===== src/sfhp_pkg.sv =====
// Shared constants for the synchronous parallel FIFO host port.
// Assumes a single 100 MHz system clock; no other file defines these names.
package sfhp_pkg;

    // ****************************************
    // Widths and depths
    // ****************************************
    localparam int DATA_W    = 8;
    localparam int BUF_DEPTH = 2;
    localparam int PIN_W     = 12;

    // ****************************************
    // Timing
    // ****************************************
    localparam int SYS_CLK_MHZ  = 100;
    localparam int PORT_CLK_MHZ = 60;
    // Half period of the port clock in system cycles, rounded down, at least one
    localparam int PORT_HALF_INT = (SYS_CLK_MHZ / (2 * PORT_CLK_MHZ)) < 1 ? 1
                                 : (SYS_CLK_MHZ / (2 * PORT_CLK_MHZ));
    localparam logic [3:0] PORT_HALF_CNT = 4'(PORT_HALF_INT);
    localparam logic [3:0] DIV_STEP      = 4'h1;
    localparam logic [3:0] DIV_RST       = 4'h0;

    // ****************************************
    // Pin sample layout and reset values
    // ****************************************
    localparam int PIN_RD   = 11;
    localparam int PIN_WR   = 10;
    localparam int PIN_OE   = 9;
    localparam int PIN_SEND_NOW_WAKEUP_N = 8;
    localparam int PIN_D_HI = 7;
    localparam int PIN_D_LO = 0;
    localparam logic [PIN_W-1:0]  PIN_IDLE = 12'hf00;
    localparam logic [DATA_W-1:0] DATA_RST = 8'h00;
    localparam logic              FLAG_OFF = 1'b1;

endpackage : sfhp_pkg


===== src/sfhp_stream_if.sv =====
// Byte stream carrier with valid and ready between the port's own modules.
// Assumes both ends run on the same clock.
`timescale 1ns/10ps
interface sfhp_stream_if;
    import sfhp_pkg::*;
    logic              valid;
    logic              ready;
    logic [DATA_W-1:0] data;
    modport src (output valid, output data, input ready);
    modport snk (input valid, input data, output ready);
endinterface : sfhp_stream_if


===== src/sfhp_buf2.sv =====
// Two-entry buffer with valid and ready on both sides.
// Assumes clk_in and a synchronous active-high reset_in shared with the source and sink.
`timescale 1ns/10ps
module sfhp_buf2
    import sfhp_pkg::*;
(
    input  wire logic  clk_in,
    input  wire logic  reset_in,
    sfhp_stream_if.snk fill_s,
    sfhp_stream_if.src drain_s
);

    logic [DATA_W-1:0] mem_r [BUF_DEPTH];
    logic [DATA_W-1:0] mem_nxt [BUF_DEPTH];
    logic              wr_ptr_r, wr_ptr_nxt;
    logic              rd_ptr_r, rd_ptr_nxt;
    logic [1:0]        count_r, count_nxt;
    logic              push;
    logic              pop;

    // Ready and valid come from the count register only, never from the far side
    assign fill_s.ready  = (count_r != 2'(BUF_DEPTH));
    assign drain_s.valid = (count_r != 2'h0);
    assign drain_s.data  = mem_r[rd_ptr_r];
    assign push          = fill_s.valid && fill_s.ready;
    assign pop           = drain_s.valid && drain_s.ready;

    always_comb begin
        mem_nxt    = mem_r;
        wr_ptr_nxt = wr_ptr_r;
        rd_ptr_nxt = rd_ptr_r;
        count_nxt  = count_r;
        if (push) begin
            mem_nxt[wr_ptr_r] = fill_s.data;
            wr_ptr_nxt        = !wr_ptr_r;
        end
        if (pop) begin
            rd_ptr_nxt = !rd_ptr_r;
        end
        if (push && !pop) begin
            count_nxt = count_r + 2'h1;
        end else if (pop && !push) begin
            count_nxt = count_r - 2'h1;
        end
    end

    always_ff @(posedge clk_in) begin
        if (reset_in) begin
            wr_ptr_r <= 1'b0;
            rd_ptr_r <= 1'b0;
            count_r  <= 2'h0;
            for (int i = 0; i < BUF_DEPTH; i++) begin
                mem_r[i] <= DATA_RST;
            end
        end else begin
            wr_ptr_r <= wr_ptr_nxt;
            rd_ptr_r <= rd_ptr_nxt;
            count_r  <= count_nxt;
            mem_r    <= mem_nxt;
        end
    end

    buf_bound_a: assert property (@(posedge clk_in) disable iff (reset_in)
        count_r <= 2'(BUF_DEPTH))
        else $error("buffer count above depth");

endmodule : sfhp_buf2


===== src/sfhp_port.sv =====
// Synchronous parallel FIFO host port: byte streams to and from an external bus master.
// Assumes pins arrive asynchronously; user streams and USB status come from clk_in logic.
`timescale 1ns/10ps

// Contract
// - FIFO port lives on the first channel only; second channel disabled while active.
// - Mode entered only when configuration selects FIFO and a mode command arrives.
// - Every byte moves on a rising edge of the port clock.
// - Device drives a free-running port clock; far side syncs to it.
// - Data bus is input unless output enable is held low.
// - Data-available low only with a receive byte present; far side reads only then.
// - One receive byte moves on each edge with data-available and read both low.
// - Current byte shown when read falls; next byte every clock while read low.
// - Space-available low only when transmit buffer has room; far side writes only then.
// - One byte accepted on each edge with space-available and write both low.
// - While write is low a bus byte is captured every clock.
// - Suspended with wakeup enabled: send-now strobe requests bus resume.
// - Powered: send-now strobe flushes buffered transmit data on next bulk-in.
// - Power enable low when configured and awake, high otherwise.
module sfhp_port
    import sfhp_pkg::*;
(
    input  wire logic              clk_in,
    input  wire logic              reset_in,
    input  wire logic              cfg_fifo_mode_in,
    input  wire logic              mode_cmd_in,
    input  wire logic              remote_wakeup_en_in,
    input  wire logic              usb_configured_in,
    input  wire logic              usb_suspend_in,
    input  wire logic [DATA_W-1:0] rx_data_in,
    input  wire logic              rx_valid_in,
    output logic                   rx_ready_out,
    output logic      [DATA_W-1:0] tx_data_out,
    output logic                   tx_valid_out,
    input  wire logic              tx_ready_in,
    output logic                   interface_clock_out,
    output logic                   rx_data_avail_n_out,
    output logic                   tx_space_avail_n_out,
    input  wire logic              read_n_in,
    input  wire logic              write_n_in,
    input  wire logic              output_enable_n_in,
    input  wire logic              send_now_wakeup_n_in,
    input  wire logic [DATA_W-1:0] port_data_bus_in,
    output logic      [DATA_W-1:0] port_data_bus_out,
    output logic                   port_data_bus_oe_out,
    output logic                   power_enable_n_out,
    output logic                   resume_req_out,
    output logic                   send_now_out,
    output logic                   sync_mode_out,
    output logic                   chan_b_enable_out
);

    // ****************************************
    // Pin synchronisers
    // ****************************************
    logic [PIN_W-1:0] pin_s1_r, pin_s2_r;
    logic             send_now_wakeup_n_s3_r;
    logic             rd_n_s, wr_n_s, oe_n_s;
    logic [DATA_W-1:0] bus_s;

    always_ff @(posedge clk_in) begin
        if (reset_in) begin
            pin_s1_r  <= PIN_IDLE;
            pin_s2_r  <= PIN_IDLE;
            send_now_wakeup_n_s3_r <= FLAG_OFF;
        end else begin
            pin_s1_r  <= {read_n_in, write_n_in, output_enable_n_in, send_now_wakeup_n_in, port_data_bus_in};
            pin_s2_r  <= pin_s1_r;
            send_now_wakeup_n_s3_r <= pin_s2_r[PIN_SEND_NOW_WAKEUP_N];
        end
    end

    assign rd_n_s = pin_s2_r[PIN_RD];
    assign wr_n_s = pin_s2_r[PIN_WR];
    assign oe_n_s = pin_s2_r[PIN_OE];
    assign bus_s  = pin_s2_r[PIN_D_HI:PIN_D_LO];

    // ****************************************
    // Port clock divider
    // ****************************************
    // 60 MHz cannot be reached from 100 MHz by an integer divider; the half
    // period rounds down and is held at one cycle, so the port clock runs at 50 MHz, slower than 60 MHz.
    logic [3:0] div_r, div_nxt;
    logic       pclk_r, pclk_nxt;
    logic       tick;
    logic       port_edge;

    assign tick      = (div_r == PORT_HALF_CNT - DIV_STEP);
    assign port_edge = tick && !pclk_r;

    always_comb begin
        div_nxt  = tick ? DIV_RST : div_r + DIV_STEP;
        pclk_nxt = tick ? !pclk_r : pclk_r;
    end

    always_ff @(posedge clk_in) begin
        if (reset_in) begin
            div_r  <= DIV_RST;
            pclk_r <= 1'b0;
        end else begin
            div_r  <= div_nxt;
            pclk_r <= pclk_nxt;
        end
    end

    assign interface_clock_out = pclk_r;

    // ****************************************
    // Mode, power and send-now/wakeup
    // ****************************************
    logic mode_r, mode_nxt;
    logic chan_b_r, chan_b_nxt;
    logic power_enable_n_n_r, power_enable_n_n_nxt;
    logic resume_r, resume_nxt;
    logic send_r, send_nxt;
    logic send_now_wakeup_n_fall;

    assign send_now_wakeup_n_fall = send_now_wakeup_n_s3_r && !pin_s2_r[PIN_SEND_NOW_WAKEUP_N];

    always_comb begin
        mode_nxt    = mode_cmd_in ? cfg_fifo_mode_in : mode_r;
        chan_b_nxt  = !mode_nxt;
        power_enable_n_n_nxt = !(usb_configured_in && !usb_suspend_in);
        resume_nxt  = send_now_wakeup_n_fall && mode_r && power_enable_n_n_r && remote_wakeup_en_in;
        send_nxt    = send_now_wakeup_n_fall && mode_r && !power_enable_n_n_r;
    end

    always_ff @(posedge clk_in) begin
        if (reset_in) begin
            mode_r    <= 1'b0;
            chan_b_r  <= 1'b1;
            power_enable_n_n_r <= FLAG_OFF;
            resume_r  <= 1'b0;
            send_r    <= 1'b0;
        end else begin
            mode_r    <= mode_nxt;
            chan_b_r  <= chan_b_nxt;
            power_enable_n_n_r <= power_enable_n_n_nxt;
            resume_r  <= resume_nxt;
            send_r    <= send_nxt;
        end
    end

    assign sync_mode_out      = mode_r;
    assign chan_b_enable_out  = chan_b_r;
    assign power_enable_n_out = power_enable_n_n_r;
    assign resume_req_out     = resume_r;
    assign send_now_out       = send_r;

    // ****************************************
    // Receive path: USB side to bus
    // ****************************************
    logic [DATA_W-1:0] cur_data_r, cur_data_nxt;
    logic              cur_valid_r, cur_valid_nxt;
    logic              rx_ready_r, rx_ready_nxt;
    logic              avail_n_r, avail_n_nxt;
    logic [DATA_W-1:0] pdata_r, pdata_nxt;
    logic              poe_r, poe_nxt;
    logic              rx_take;
    logic              rx_xfer;

    assign rx_take = rx_valid_in && rx_ready_r;
    assign rx_xfer = port_edge && !avail_n_r && !rd_n_s;

    // Refill lands one cycle after a transfer, so a byte is ready by the next port edge
    always_comb begin
        cur_valid_nxt = cur_valid_r;
        cur_data_nxt  = cur_data_r;
        if (rx_xfer) begin
            cur_valid_nxt = 1'b0;
        end
        if (rx_take) begin
            cur_valid_nxt = 1'b1;
            cur_data_nxt  = rx_data_in;
        end
        rx_ready_nxt = mode_nxt && !cur_valid_nxt;
        avail_n_nxt  = !(mode_nxt && cur_valid_nxt);
        pdata_nxt    = cur_data_nxt;
        poe_nxt      = mode_r && !oe_n_s;
    end

    always_ff @(posedge clk_in) begin
        if (reset_in) begin
            cur_data_r  <= DATA_RST;
            cur_valid_r <= 1'b0;
            rx_ready_r  <= 1'b0;
            avail_n_r   <= FLAG_OFF;
            pdata_r     <= DATA_RST;
            poe_r       <= 1'b0;
        end else begin
            cur_data_r  <= cur_data_nxt;
            cur_valid_r <= cur_valid_nxt;
            rx_ready_r  <= rx_ready_nxt;
            avail_n_r   <= avail_n_nxt;
            pdata_r     <= pdata_nxt;
            poe_r       <= poe_nxt;
        end
    end

    assign rx_ready_out         = rx_ready_r;
    assign rx_data_avail_n_out  = avail_n_r;
    assign port_data_bus_out    = pdata_r;
    assign port_data_bus_oe_out = poe_r;

    // ****************************************
    // Transmit path: bus to USB side
    // ****************************************
    sfhp_stream_if tx_fill ();
    sfhp_stream_if tx_drain ();

    sfhp_buf2 u_tx_buf (
        .clk_in   (clk_in),
        .reset_in (reset_in),
        .fill_s   (tx_fill),
        .drain_s  (tx_drain)
    );

    logic              space_n_r, space_n_nxt;
    logic              txv_r, txv_nxt;
    logic [DATA_W-1:0] txd_r, txd_nxt;
    logic              tx_xfer;
    logic              stage_free;

    // Buffer ready gates the capture too, so a late flag can never overrun it
    assign tx_xfer        = port_edge && !space_n_r && !wr_n_s && tx_fill.ready;
    assign tx_fill.valid  = tx_xfer;
    assign tx_fill.data   = bus_s;
    assign stage_free     = !txv_r || tx_ready_in;
    assign tx_drain.ready = stage_free;

    always_comb begin
        // Flag goes high for a cycle after each capture until the count settles
        space_n_nxt = !(mode_nxt && tx_fill.ready && !tx_xfer);
        txv_nxt     = stage_free ? tx_drain.valid : txv_r;
        txd_nxt     = (stage_free && tx_drain.valid) ? tx_drain.data : txd_r;
    end

    always_ff @(posedge clk_in) begin
        if (reset_in) begin
            space_n_r <= FLAG_OFF;
            txv_r     <= 1'b0;
            txd_r     <= DATA_RST;
        end else begin
            space_n_r <= space_n_nxt;
            txv_r     <= txv_nxt;
            txd_r     <= txd_nxt;
        end
    end

    assign tx_space_avail_n_out = space_n_r;
    assign tx_valid_out         = txv_r;
    assign tx_data_out          = txd_r;

    // ****************************************
    // Checks
    // ****************************************
    chan_b_off_a: assert property (@(posedge clk_in) disable iff (reset_in)
        mode_r |-> !chan_b_enable_out)
        else $error("second channel enabled in FIFO mode");
    mode_entry_a: assert property (@(posedge clk_in) disable iff (reset_in)
        $rose(mode_r) |-> $past(mode_cmd_in) && $past(cfg_fifo_mode_in))
        else $error("FIFO mode entered without command");
    port_clock_a: assert property (@(posedge clk_in) disable iff (reset_in)
        port_edge |=> interface_clock_out ##1 !interface_clock_out)
        else $error("port clock not toggling");
    bus_drive_a: assert property (@(posedge clk_in) disable iff (reset_in)
        port_data_bus_oe_out |-> $past(oe_n_s) == 1'b0)
        else $error("bus driven without output enable");
    rx_flag_a: assert property (@(posedge clk_in) disable iff (reset_in)
        !rx_data_avail_n_out |-> cur_valid_r && port_data_bus_out == cur_data_r)
        else $error("data flag low with no byte");
    rx_advance_a: assert property (@(posedge clk_in) disable iff (reset_in)
        rx_xfer && !rx_take |=> !cur_valid_r)
        else $error("receive byte not consumed");
    tx_flag_a: assert property (@(posedge clk_in) disable iff (reset_in)
        !tx_space_avail_n_out |-> tx_fill.ready)
        else $error("space flag low with buffer full");
    tx_capture_a: assert property (@(posedge clk_in) disable iff (reset_in)
        port_edge && !tx_space_avail_n_out && !wr_n_s |-> tx_fill.valid && tx_fill.data == bus_s)
        else $error("write byte not captured");
    wake_req_a: assert property (@(posedge clk_in) disable iff (reset_in)
        send_now_wakeup_n_fall && mode_r && power_enable_n_out && remote_wakeup_en_in |=> resume_req_out && !send_now_out)
        else $error("resume not requested");
    send_now_a: assert property (@(posedge clk_in) disable iff (reset_in)
        send_now_wakeup_n_fall && mode_r && !power_enable_n_out |=> send_now_out && !resume_req_out)
        else $error("send-now not issued");
    power_state_a: assert property (@(posedge clk_in) disable iff (reset_in)
        1'b1 |=> power_enable_n_out == !($past(usb_configured_in) && !$past(usb_suspend_in)))
        else $error("power enable wrong");
    flags_idle_a: assert property (@(posedge clk_in) disable iff (reset_in)
        !mode_r |-> rx_data_avail_n_out && tx_space_avail_n_out)
        else $error("flags low outside FIFO mode");

endmodule : sfhp_port


===== config.mk =====
export PLATFORM = sky130hd
export DESIGN_NAME = sfhp_port
export DESIGN_NICKNAME = d
export VERILOG_FILES = /design/src/sfhp_pkg.sv /design/src/sfhp_stream_if.sv /design/src/sfhp_buf2.sv /design/src/sfhp_port.sv
export SDC_FILE = /design/constraint.sdc
export NUM_CORES = 1
export LEC_CHECK = 0
export ABC_AREA = 1
export BUFFER_PORTS_ARGS = -buffer_cell sky130_fd_sc_hd__buf_2
export CAP_MARGIN = 10
export CORE_MARGIN = 2
export CORE_UTILIZATION = 55
export CTS_BUF_LIST = sky130_fd_sc_hd__clkbuf_8
export DETAILED_ROUTE_END_ITERATION = 10
export GPL_TIMING_DRIVEN = 0
export PLACE_DENSITY = 0.9
export SYNTH_ARGS = -nofsm -noshare
export SYNTH_HDL_FRONTEND = slang
export SYNTH_SLANG_ARGS = --single-unit
export TNS_END_PERCENT = 50

===== constraint.sdc =====
create_clock -name clk_in -period 2.3 [get_ports clk_in]
set_input_delay 0 -clock clk_in [delete_from_list [all_inputs] [get_ports clk_in]]
set_output_delay 0 -clock clk_in [all_outputs]
set_load 0.02 [all_outputs]

* Word level (Yosys, flattened, before mapping)
Cells that the tools add are included.
** Word-level totals
- Bits in registers :: 77
- Bits of input ports :: 29
- Logic and storage cells :: 91
- Output and inout port bits :: 27
** Cells by class
- Eq/ne operators :: 1
- $lt $le $gt $ge :: 3
- Reductions and logical operators :: 48
- Bitwise gates (word level) :: 2
- Mux-type cells :: 11
- $add $sub $neg :: 3
** Operators with widths (number)
- $mux 8 :: 4
- $logic_and 1x1->1 :: 23
- $logic_not 1->1 :: 20
- $bwmux 16 :: 1
- $demux 8 s1 :: 1
- $add 4x1->4 const B :: 1
- $ge 2x2->1 const B :: 2
- $logic_not 4->1 :: 1
- $mux 2 :: 2
- $not 1->2 :: 2
- $reduce_bool 2->1 :: 2
- $mux 1 :: 3
- $add 2x1->2 const B :: 1
- $lt 2x1->1 const B :: 1
- $ne 2x2->1 const B :: 1
- $reduce_or 2->1 :: 1
- $sub 2x1->2 const B :: 1
- $logic_or 1x1->1 :: 1

* Longest topological paths before layout
Gate-level depths: netlist (run 1).
- Depth in word-level cells :: 10
- Gate-level depth with buffers :: 11
- Mapped depth without buffers :: 10

* Hierarchy
From an unflattened synthesis (run 1), not the netlist that was laid out.
** Second synthesis, totals
- Cell total of the unflattened synthesis :: 354
- Area, all modules :: 2782.7 µm²
** By module, submodules not included
- sfhp_port :: cells an instance 203, area each 1803.0 µm², instances 1
- sfhp_buf2 :: cells an instance 151, area each 979.7 µm², instances 1

* Worst setup path before layout (run 1)
OpenSTA, ideal clock, no wires.
- Kind :: register to register
- Start :: reg div_r[0]
- End :: reg u_tx_buf.count_r[1]
- Buffers on the path :: 1
- Stages on the path, launching flop included :: 11
- Arrival :: 1.546 ns
- Path slack :: 0.641 ns
- Required time :: 2.187 ns
- Clock period less this slack :: 1.659 ns
- Cell sequence :: dfxtp_1 > inv_1 > ha_1 > nand3_4 > nor2_8 > buf_8 > ha_1 > a21oi_1 > o21ai_0 > nor2_1 > nor2_1
** On the way
- Word-level cells in the longest chain between the ends :: 9
** RTL lines
- from (decl) :: RTL line sfhp_port.sv:83 : logic [3:0] div_r, div_nxt;
- from (signal assigned) :: RTL line sfhp_port.sv:101 : div_r <= div_nxt;
- $logic_not 4->1 (*) :: RTL line sfhp_port.sv:88 : assign tick = (div_r == PORT_HALF_CNT - DIV_STEP);
- $logic_and 1x1->1 (*) :: RTL line sfhp_port.sv:89 : assign port_edge = tick && !pclk_r;
- $logic_and 1x1->1 (*) (3 in series) :: RTL line sfhp_port.sv:225 : assign tx_xfer = port_edge && !space_n_r && !wr_n_s && tx_fill.ready;
- $logic_and 1x1->1 (*) :: RTL line sfhp_buf2.sv:25 : assign push = fill_s.valid && fill_s.ready;
- net u_tx_buf.push :: RTL line sfhp_buf2.sv:18 : logic push;
- $logic_not 1->1 :: RTL line sfhp_buf2.sv:42 : end else if (pop && !push) begin
- $logic_and 1x1->1 :: RTL line sfhp_buf2.sv:42
- $reduce_bool 2->1 (no source line)
- to (signal assigned) :: RTL line sfhp_buf2.sv:58 : count_r <= count_nxt;
- to (decl) :: RTL line sfhp_buf2.sv:17 : logic [1:0] count_r, count_nxt;
The timed path passes the listed nets; every way through them passes the cells marked *.
A chain may end at the register's enable or synchronous reset.

* Worst setup path after layout (run 1)
Ends and elaborated chain as after synthesis.

==> results of run 1 <==
[area by class of cell]
type | instances | area, um^2
tap | 67 | 83.8
clock inverter | 3 | 11.3
multi-input combinational | 216 | 1000
timing repair buffer | 81 | 536
buffer | 16 | 97.6
inverter | 39 | 146
fill | 361 | 1220
clock buffer | 13 | 179
sequential | 77 | 1540
[per-stage QoR]
| stage | cells | hold slack [ns] | util (%) | cell area, um^2 | worst slack, ns |
|---|---|---|---|---|---|
| 2_1_floorplan | 348 | 0.0831 | - | 2790 | 0.641 |
| 3_3_place_gp | 470 | 0.183 | 65.4 | 3150 | 0.555 |
| 3_5_place_dp | 470 | 0.186 | 65.4 | 3150 | 0.445 |
| 4_1_cts | 512 | 0.00930 | 74.7 | 3600 | 0.367 |
| 5_1_grt | 512 | 0.0378 | 74.7 | 3600 | 0.278 |
| 6_report | 512 | 0.0329 | 74.7 | 3600 | 0.352 |
[routing by layer]
| metal | wire [um] | global-route usage [%] | up-vias |
|---|---|---|---|
| met4 | 159 | 10.9 | 0 |
| li1 | - | - | 1255 |
| met1 | 2590 | 25.6 | 1044 |
| met5 | 0 | 0 | - |
| met3 | 312 | 8.70 | 14 |
| met2 | 3020 | 42.5 | 69 |
[what timing repair did]
action / CTS / global route
endpoints found under the setup margin: 0 / 0
buffers inserted: 0 / 0
hold buffers: 26 / 0
hold endpoints to repair: 26 / 0
resized for setup: 0 / 0
[flip-flops by register name, indices dropped and copies added (netlist names), 2 cells and up]
signal	count
u_tx_buf.mem_r	16
pin_s1_r	12
pin_s2_r	12
port_data_bus_out	8
tx_data_out	8
div_r	4
u_tx_buf.count_r	2
[cells in the mapped netlist]
master	instances
dfxtp_1	77
nor2_1	74
nand2_1	54
inv_1	36
a21oi_1	23
o21ai_0	22
nand3_1	19
or2_2	10
buf_2	6
clkbuf_1	6
ha_1	3
buf_6	2
clkinv_1	2
nand2_2	2
nor3_1	2
a21oi_2	1
buf_4	1
buf_8	1
inv_2	1
nand3_4	1
nand3b_1	1
nor2_4	1
nor2_8	1
o21a_1	1
xnor2_1	1
[cell usage in the layout (no fill, tap or decap)]
| cell type | count |
|---|---|
| a21oi_1 | 23 |
| a21oi_2 | 1 |
| buf_2 | 61 |
| buf_4 | 1 |
| buf_6 | 2 |
| buf_8 | 1 |
| clkbuf_1 | 6 |
| clkbuf_8 | 13 |
| clkinv_1 | 2 |
| dfxtp_1 | 77 |
| dlygate4sd3_1 | 26 |
| ha_1 | 3 |
| inv_1 | 39 |
| inv_2 | 1 |
| nand2_1 | 54 |
| nand2_2 | 2 |
| nand3_1 | 19 |
| nand3_4 | 1 |
| nand3b_1 | 1 |
| nor2_1 | 74 |
| nor2_4 | 1 |
| nor2_8 | 1 |
| nor3_1 | 2 |
| o21a_1 | 1 |
| o21ai_0 | 22 |
| or2_2 | 10 |
| xnor2_1 | 1 |
[worst min-delay path: cells and delay by family]
family	cells	cell delay, ns
buf+inv	1	0.10
compound gates	1	0.12
simple gates	2	0.12
[worst paths after layout]
| kind | start | endpoint | slack [ns] | cells past startpoint |
|---|---|---|---|---|
| max | div_r[0] | u_tx_buf.count_r[1] | 0.35 | 10 |
| max reg2reg | div_r[0] | u_tx_buf.count_r[1] | 0.35 | 10 |
| min reg2reg | pin_s2_r[9] | port_data_bus_oe_out | 0.40 | 1 |
| min | mode_cmd_in | rx_data_avail_n_out | 0.03 | 4 |
[kinds of logic after synthesis]
| kind of cell | Yosys count | share of synthesized area (%) |
|---|---|---|
| AOI/OAI and AO/OA | 47 | 8.66 |
| DFF | 77 | 55.2 |
| buffers and inverters | 55 | 8.74 |
| and+or+nand+nor | 165 | 25.7 |
| xor gates and xnor gates | 1 | 0.314 |
| adders and majority gates | 3 | 1.35 |
[power by group]
group | total (mW) | switching [mW] | internal [mW] | leakage, nW
clock network | 0.945 | 0.446 | 0.499 | 0.109
logic | 0.546 | 0.347 | 0.199 | 0.946
registers | 1.48 | 0.0439 | 1.44 | 0.630
total | 2.97 | 0.836 | 2.14 | 1.69
==> flow_summary_export.csv, run 1 <==
group,metric,value,unit
drt,ant_nets,0,
status,status,"finished, final reports clean",
critical_path,crit_family,"simple AND/OR/NAND/NOR gates",
placement,dp_hpwl,3730,um
sta,fmax,513,MHz
critical_path,cpPeakStageDelay,0.34,ns
synth,yosysTopAreaCell,"dfxtp_1",
hold_path,hold_path_class,"in -> reg",
sta,hold_viol,0,
global_routing,antenna_found_initial,0,
power,vdd_drop_max,0.608,mV
floorplan,die_area,0.00566,mm^2
sta,rsz0062_at_grt,"false",
sta,setup_tns,0,ns
sta,fin_skew,0.0101,ns
clock_network,cts_root_buf,"clkbuf_8",
drt,drt_drc_violations_left,0,
critical_path,worstSetupPathType,"reg -> reg",
critical_path,worstPathCellList,"inv_1 -> ha_1 -> nand3_4 -> nor2_8 -> buf_8 -> ha_1 -> a21oi_1 -> o21ai_0 -> nor2_1 -> nor2_1",
clock_network,numCtsBuffers,9,
drt,wl_per_cell,11.9,um
synth,synth.area.top_cells,"dfxtp_1, nor2_1, nand2_1",
synth,synth_cell_types,25,
clock_network,cts_max_path_buffers,2,
critical_path,path_max_fanout,10,
sta,finalSetupViolCount,0,
power,total_power,2.97,mW
layout,area_delta_synth_final,29.0,%
power,p_per_area,826,mW/mm^2
synth,synth-seq-cells,77,
global_routing,grt_pass1_vias,2252,
critical_path,cp.arrival,2.19,ns
critical_path,required,2.54,ns
floorplan,die_h,75.2,um
floorplan,core.rowCount,25,
floorplan,core,0.00482,mm^2
critical_path,startpoint_type,"register",
placement,portBuffers,55,
sta,worstMarginPinSlew,0.555,ns
synth,syn_avg_cell_area,8.02,um^2
power,p_leak,1.69,nW
clock_network,cts_tree,"built",
critical_path,slowest_stage,"dfxtp_1",
drt,drt-initial-drc-count,165,
layout,drive_gt1_share,21.3,%
floorplan,die_x,75.2,um
drt,dr.pass1.iters,4,
critical_path,critPathBufInv,2,
sta,slew_violations,0,
floorplan,start_util,57.9,%
global_routing,track_usage,24.0,%
sta,fin_crit,1.95,ns
clock_network,clk_pin_slew,0.08,ns
global_routing,grt_pass1_wl,9880,um
clock_network,clock-sinks,77,
sta,relSlewSlack,63.0,%
clock_network,clk_latency,0.34,ns
layout,diodes,0,
drt,viasPerCell,4.65,
placement,gp_congestion,0.872,
clock_network,htreeDepth,3,
drt,wl,6090,um
synth,ys_warn_count,0,
floorplan,pin_count,56,
synth,ys_seq_area_share,55.2,%
synth,yosys.area.top_type_share,55.2,%
layout,final_nets,472,
synth,syn-num-nets,380,
drt,vias,2382,
global_routing,grt.overflow.total,0,
synth,synth_area,0.00279,mm^2
synth,netlist_instances,348,
sta,period_share,84.7,%
global_routing,grt_max_degree,12,
critical_path,crit_path_end_kind,"register",
run,maxCapViolations,0,
Power figures use the tool's default switching activity.
==> inputs of run 2 (changes only) <==
- CORE_UTILIZATION: 55 -> 51
- PLACE_DENSITY: 0.9 -> 0.88
- clock period: 2.3 -> 1.6 ns (I/O delays scaled with it)
==> run 2 against run 1 <==
Design area is 2.0% higher. Register-to-register slack worse by 0.29 ns. Flip-flop and latch count stayed put. Final cell count grew 1.4%. Power rose by 48%. Via count up 1.8%. Sequential power rose by 44%. Clock power up 50%. Global-route usage is 3.7 points lower.
==> flow_summary_export.csv, run 2 (synthesis results as in run 1) <==
group,metric,value,unit
status,status,"finished, final reports clean",
power,vdd_drop_max,0.638,mV
power,p_leak,1.71,nW
sta,fmax,650,MHz
sta,relSlewSlack,63.5,%
critical_path,r2r-start,"div_r[1]",
critical_path,cp.arrival,1.82,ns
layout,drive_gt1_share,24.3,%
sta,slew_violations,0,
floorplan,die_h,78.0,um
critical_path,worstPathCellList,"inv_2 -> ha_4 -> nand3_4 -> nor2_8 -> ha_4 -> a21oi_2 -> o21ai_2 -> nand2_1 -> nand2_1 -> nor2_1",
global_routing,grt_max_degree,13,
sta,period_share,96.1,%
clock_network,cts_max_path_buffers,2,
layout,final_common_cell,"dfxtp_1",
floorplan,core.rowCount,26,
floorplan,start_util,53.6,%
critical_path,startpoint_type,"register",
placement,gp_congestion,0.793,
drt,ant_nets,0,
critical_path,crit_path_end_kind,"register",
sta,worstMarginPinSlew,0.548,ns
layout,area_delta_synth_final,31.6,%
global_routing,grt.overflow.total,0,
clock_network,cts_tree,"built",
floorplan,die_x,78.0,um
sta,setup_tns,0,ns
sta,fin_crit,1.54,ns
critical_path,crit_family,"simple AND/OR/NAND/NOR gates",
clock_network,clk_latency,0.35,ns
critical_path,cpPeakStageDelay,0.34,ns
global_routing,grt_pass1_wl,9640,um
global_routing,antenna_found_initial,0,
layout,layout_common_cells,"dfxtp_1, nor2_1, buf_2, nand2_1, inv_1",
critical_path,critPathBufInv,1,
drt,drt-initial-drc-count,150,
global_routing,track_usage,20.3,%
global_routing,grt_pass1_vias,2259,
critical_path,path_max_fanout,3,
layout,diodes,0,
layout,largest_register_ffs,16,
clock_network,numCtsBuffers,9,
power,total_power,4.38,mW
hold_path,hold_path_class,"in -> reg",
clock_network,htreeDepth,3,
sta,hold_viol,0,
critical_path,required,1.88,ns
floorplan,die_area,0.00608,mm^2
hold_path,min-delay-start,"mode_cmd_in",
floorplan,pin_count,56,
placement,dp_hpwl,3780,um
placement,portBuffers,55,
critical_path,worstSetupPathType,"reg -> reg",
layout,final_nets,476,
drt,drt_drc_violations_left,0,
drt,wl_per_cell,11.4,um
drt,dr.pass1.iters,4,
layout,nFillCells,383,
power,p_per_area,1190,mW/mm^2
run,maxCapViolations,0,
layout,reg.largest.list,"u_tx_buf.mem_r (16), pin_s1_r (12), pin_s2_r (12)",
critical_path,slowest_stage,"dfxtp_2",
drt,wl,5910,um
clock_network,clock-sinks,77,
drt,vias,2425,
floorplan,core,0.00520,mm^2
drt,viasPerCell,4.67,
layout,regMostFlops,"u_tx_buf.mem_r",
sta,fin_skew,0.00654,ns
clock_network,cts_root_buf,"clkbuf_8",
critical_path,worstSetupStartpoint,"div_r[1]",
sta,finalSetupViolCount,0,
clock_network,clk_pin_slew,0.07,ns
-- run 2: path summary, 6_finish.rpt --
check / endpoint / slack, ns / cells past startpoint
worst max register to register: u_tx_buf.count_r[1] / 0.06 / 10
worst max-delay path: u_tx_buf.count_r[1] / 0.06 / 10
worst min register to register: port_data_bus_oe_out / 0.40 / 1
worst min-delay path: rx_data_avail_n_out / 0.02 / 4
-- run 2: through the flow --
stage	utilization (%)	hold WS, ns	instance area [um^2]	worst slack [ns]	cells
after floorplan	-	0.0831	2810	0.0312	348
after global placement	60.9	0.182	3170	-0.0606	473
after detailed placement	60.9	0.185	3170	-0.137	473
after CTS	70.1	0.0138	3650	0.0276	517
after global routing	70.6	0.0339	3670	-0.0117	519
final	70.6	0.0215	3670	0.0624	519
-- run 2: timing repair --
action | 4_1_cts | 5_1_grt
endpoints found under the hold margin | 26 | 0
setup endpoints to repair | 2 | 1
setup buffers | 2 | 3
pin swaps | 2 | 4
gates resized for setup | 5 | 6
hold buffers | 26 | 0
-- run 2: where the power goes --
| part | total, mW | switching (mW) | internal, mW |
|---|---|---|---|
| logic | 0.840 | 0.519 | 0.321 |
| registers | 2.13 | 0.0643 | 2.06 |
| clock network | 1.42 | 0.671 | 0.746 |
| total | 4.38 | 1.25 | 3.13 |
-- run 2: cell type report --
| cell class | instances | area (um^2) | area share, % |
|---|---|---|---|
| flip-flops and latches | 77 | 1550 | 42.1 |
| multi-input cells | 216 | 1040 | 28.3 |
| repair buffers | 86 | 573 | 15.6 |
| inverters | 39 | 146 | 3.99 |
| clock buffers | 10 | 138 | 3.75 |
| well taps | 70 | 87.6 | 2.39 |
| plain buffers | 15 | 85.1 | 2.32 |
| clock inverters | 6 | 55.1 | 1.50 |
-- run 2: per-layer routing --
layer | vias to the layer above | wire, um | GRT usage, %
met5 | - | 0 | 0
met4 | 0 | 164 | 11.1
met3 | 14 | 330 | 6.05
met2 | 74 | 2880 | 34.3
met1 | 1073 | 2530 | 22.9
li1 | 1264 | - | -
-- run 2: worst register-to-register path: cells and delay by family (launching register included) --
family          cells  cell delay [ns]
simple gates        5             0.48
buf+inv             1             0.08
compound gates      2             0.21
fa+ha+maj           2             0.37
flops               1             0.34
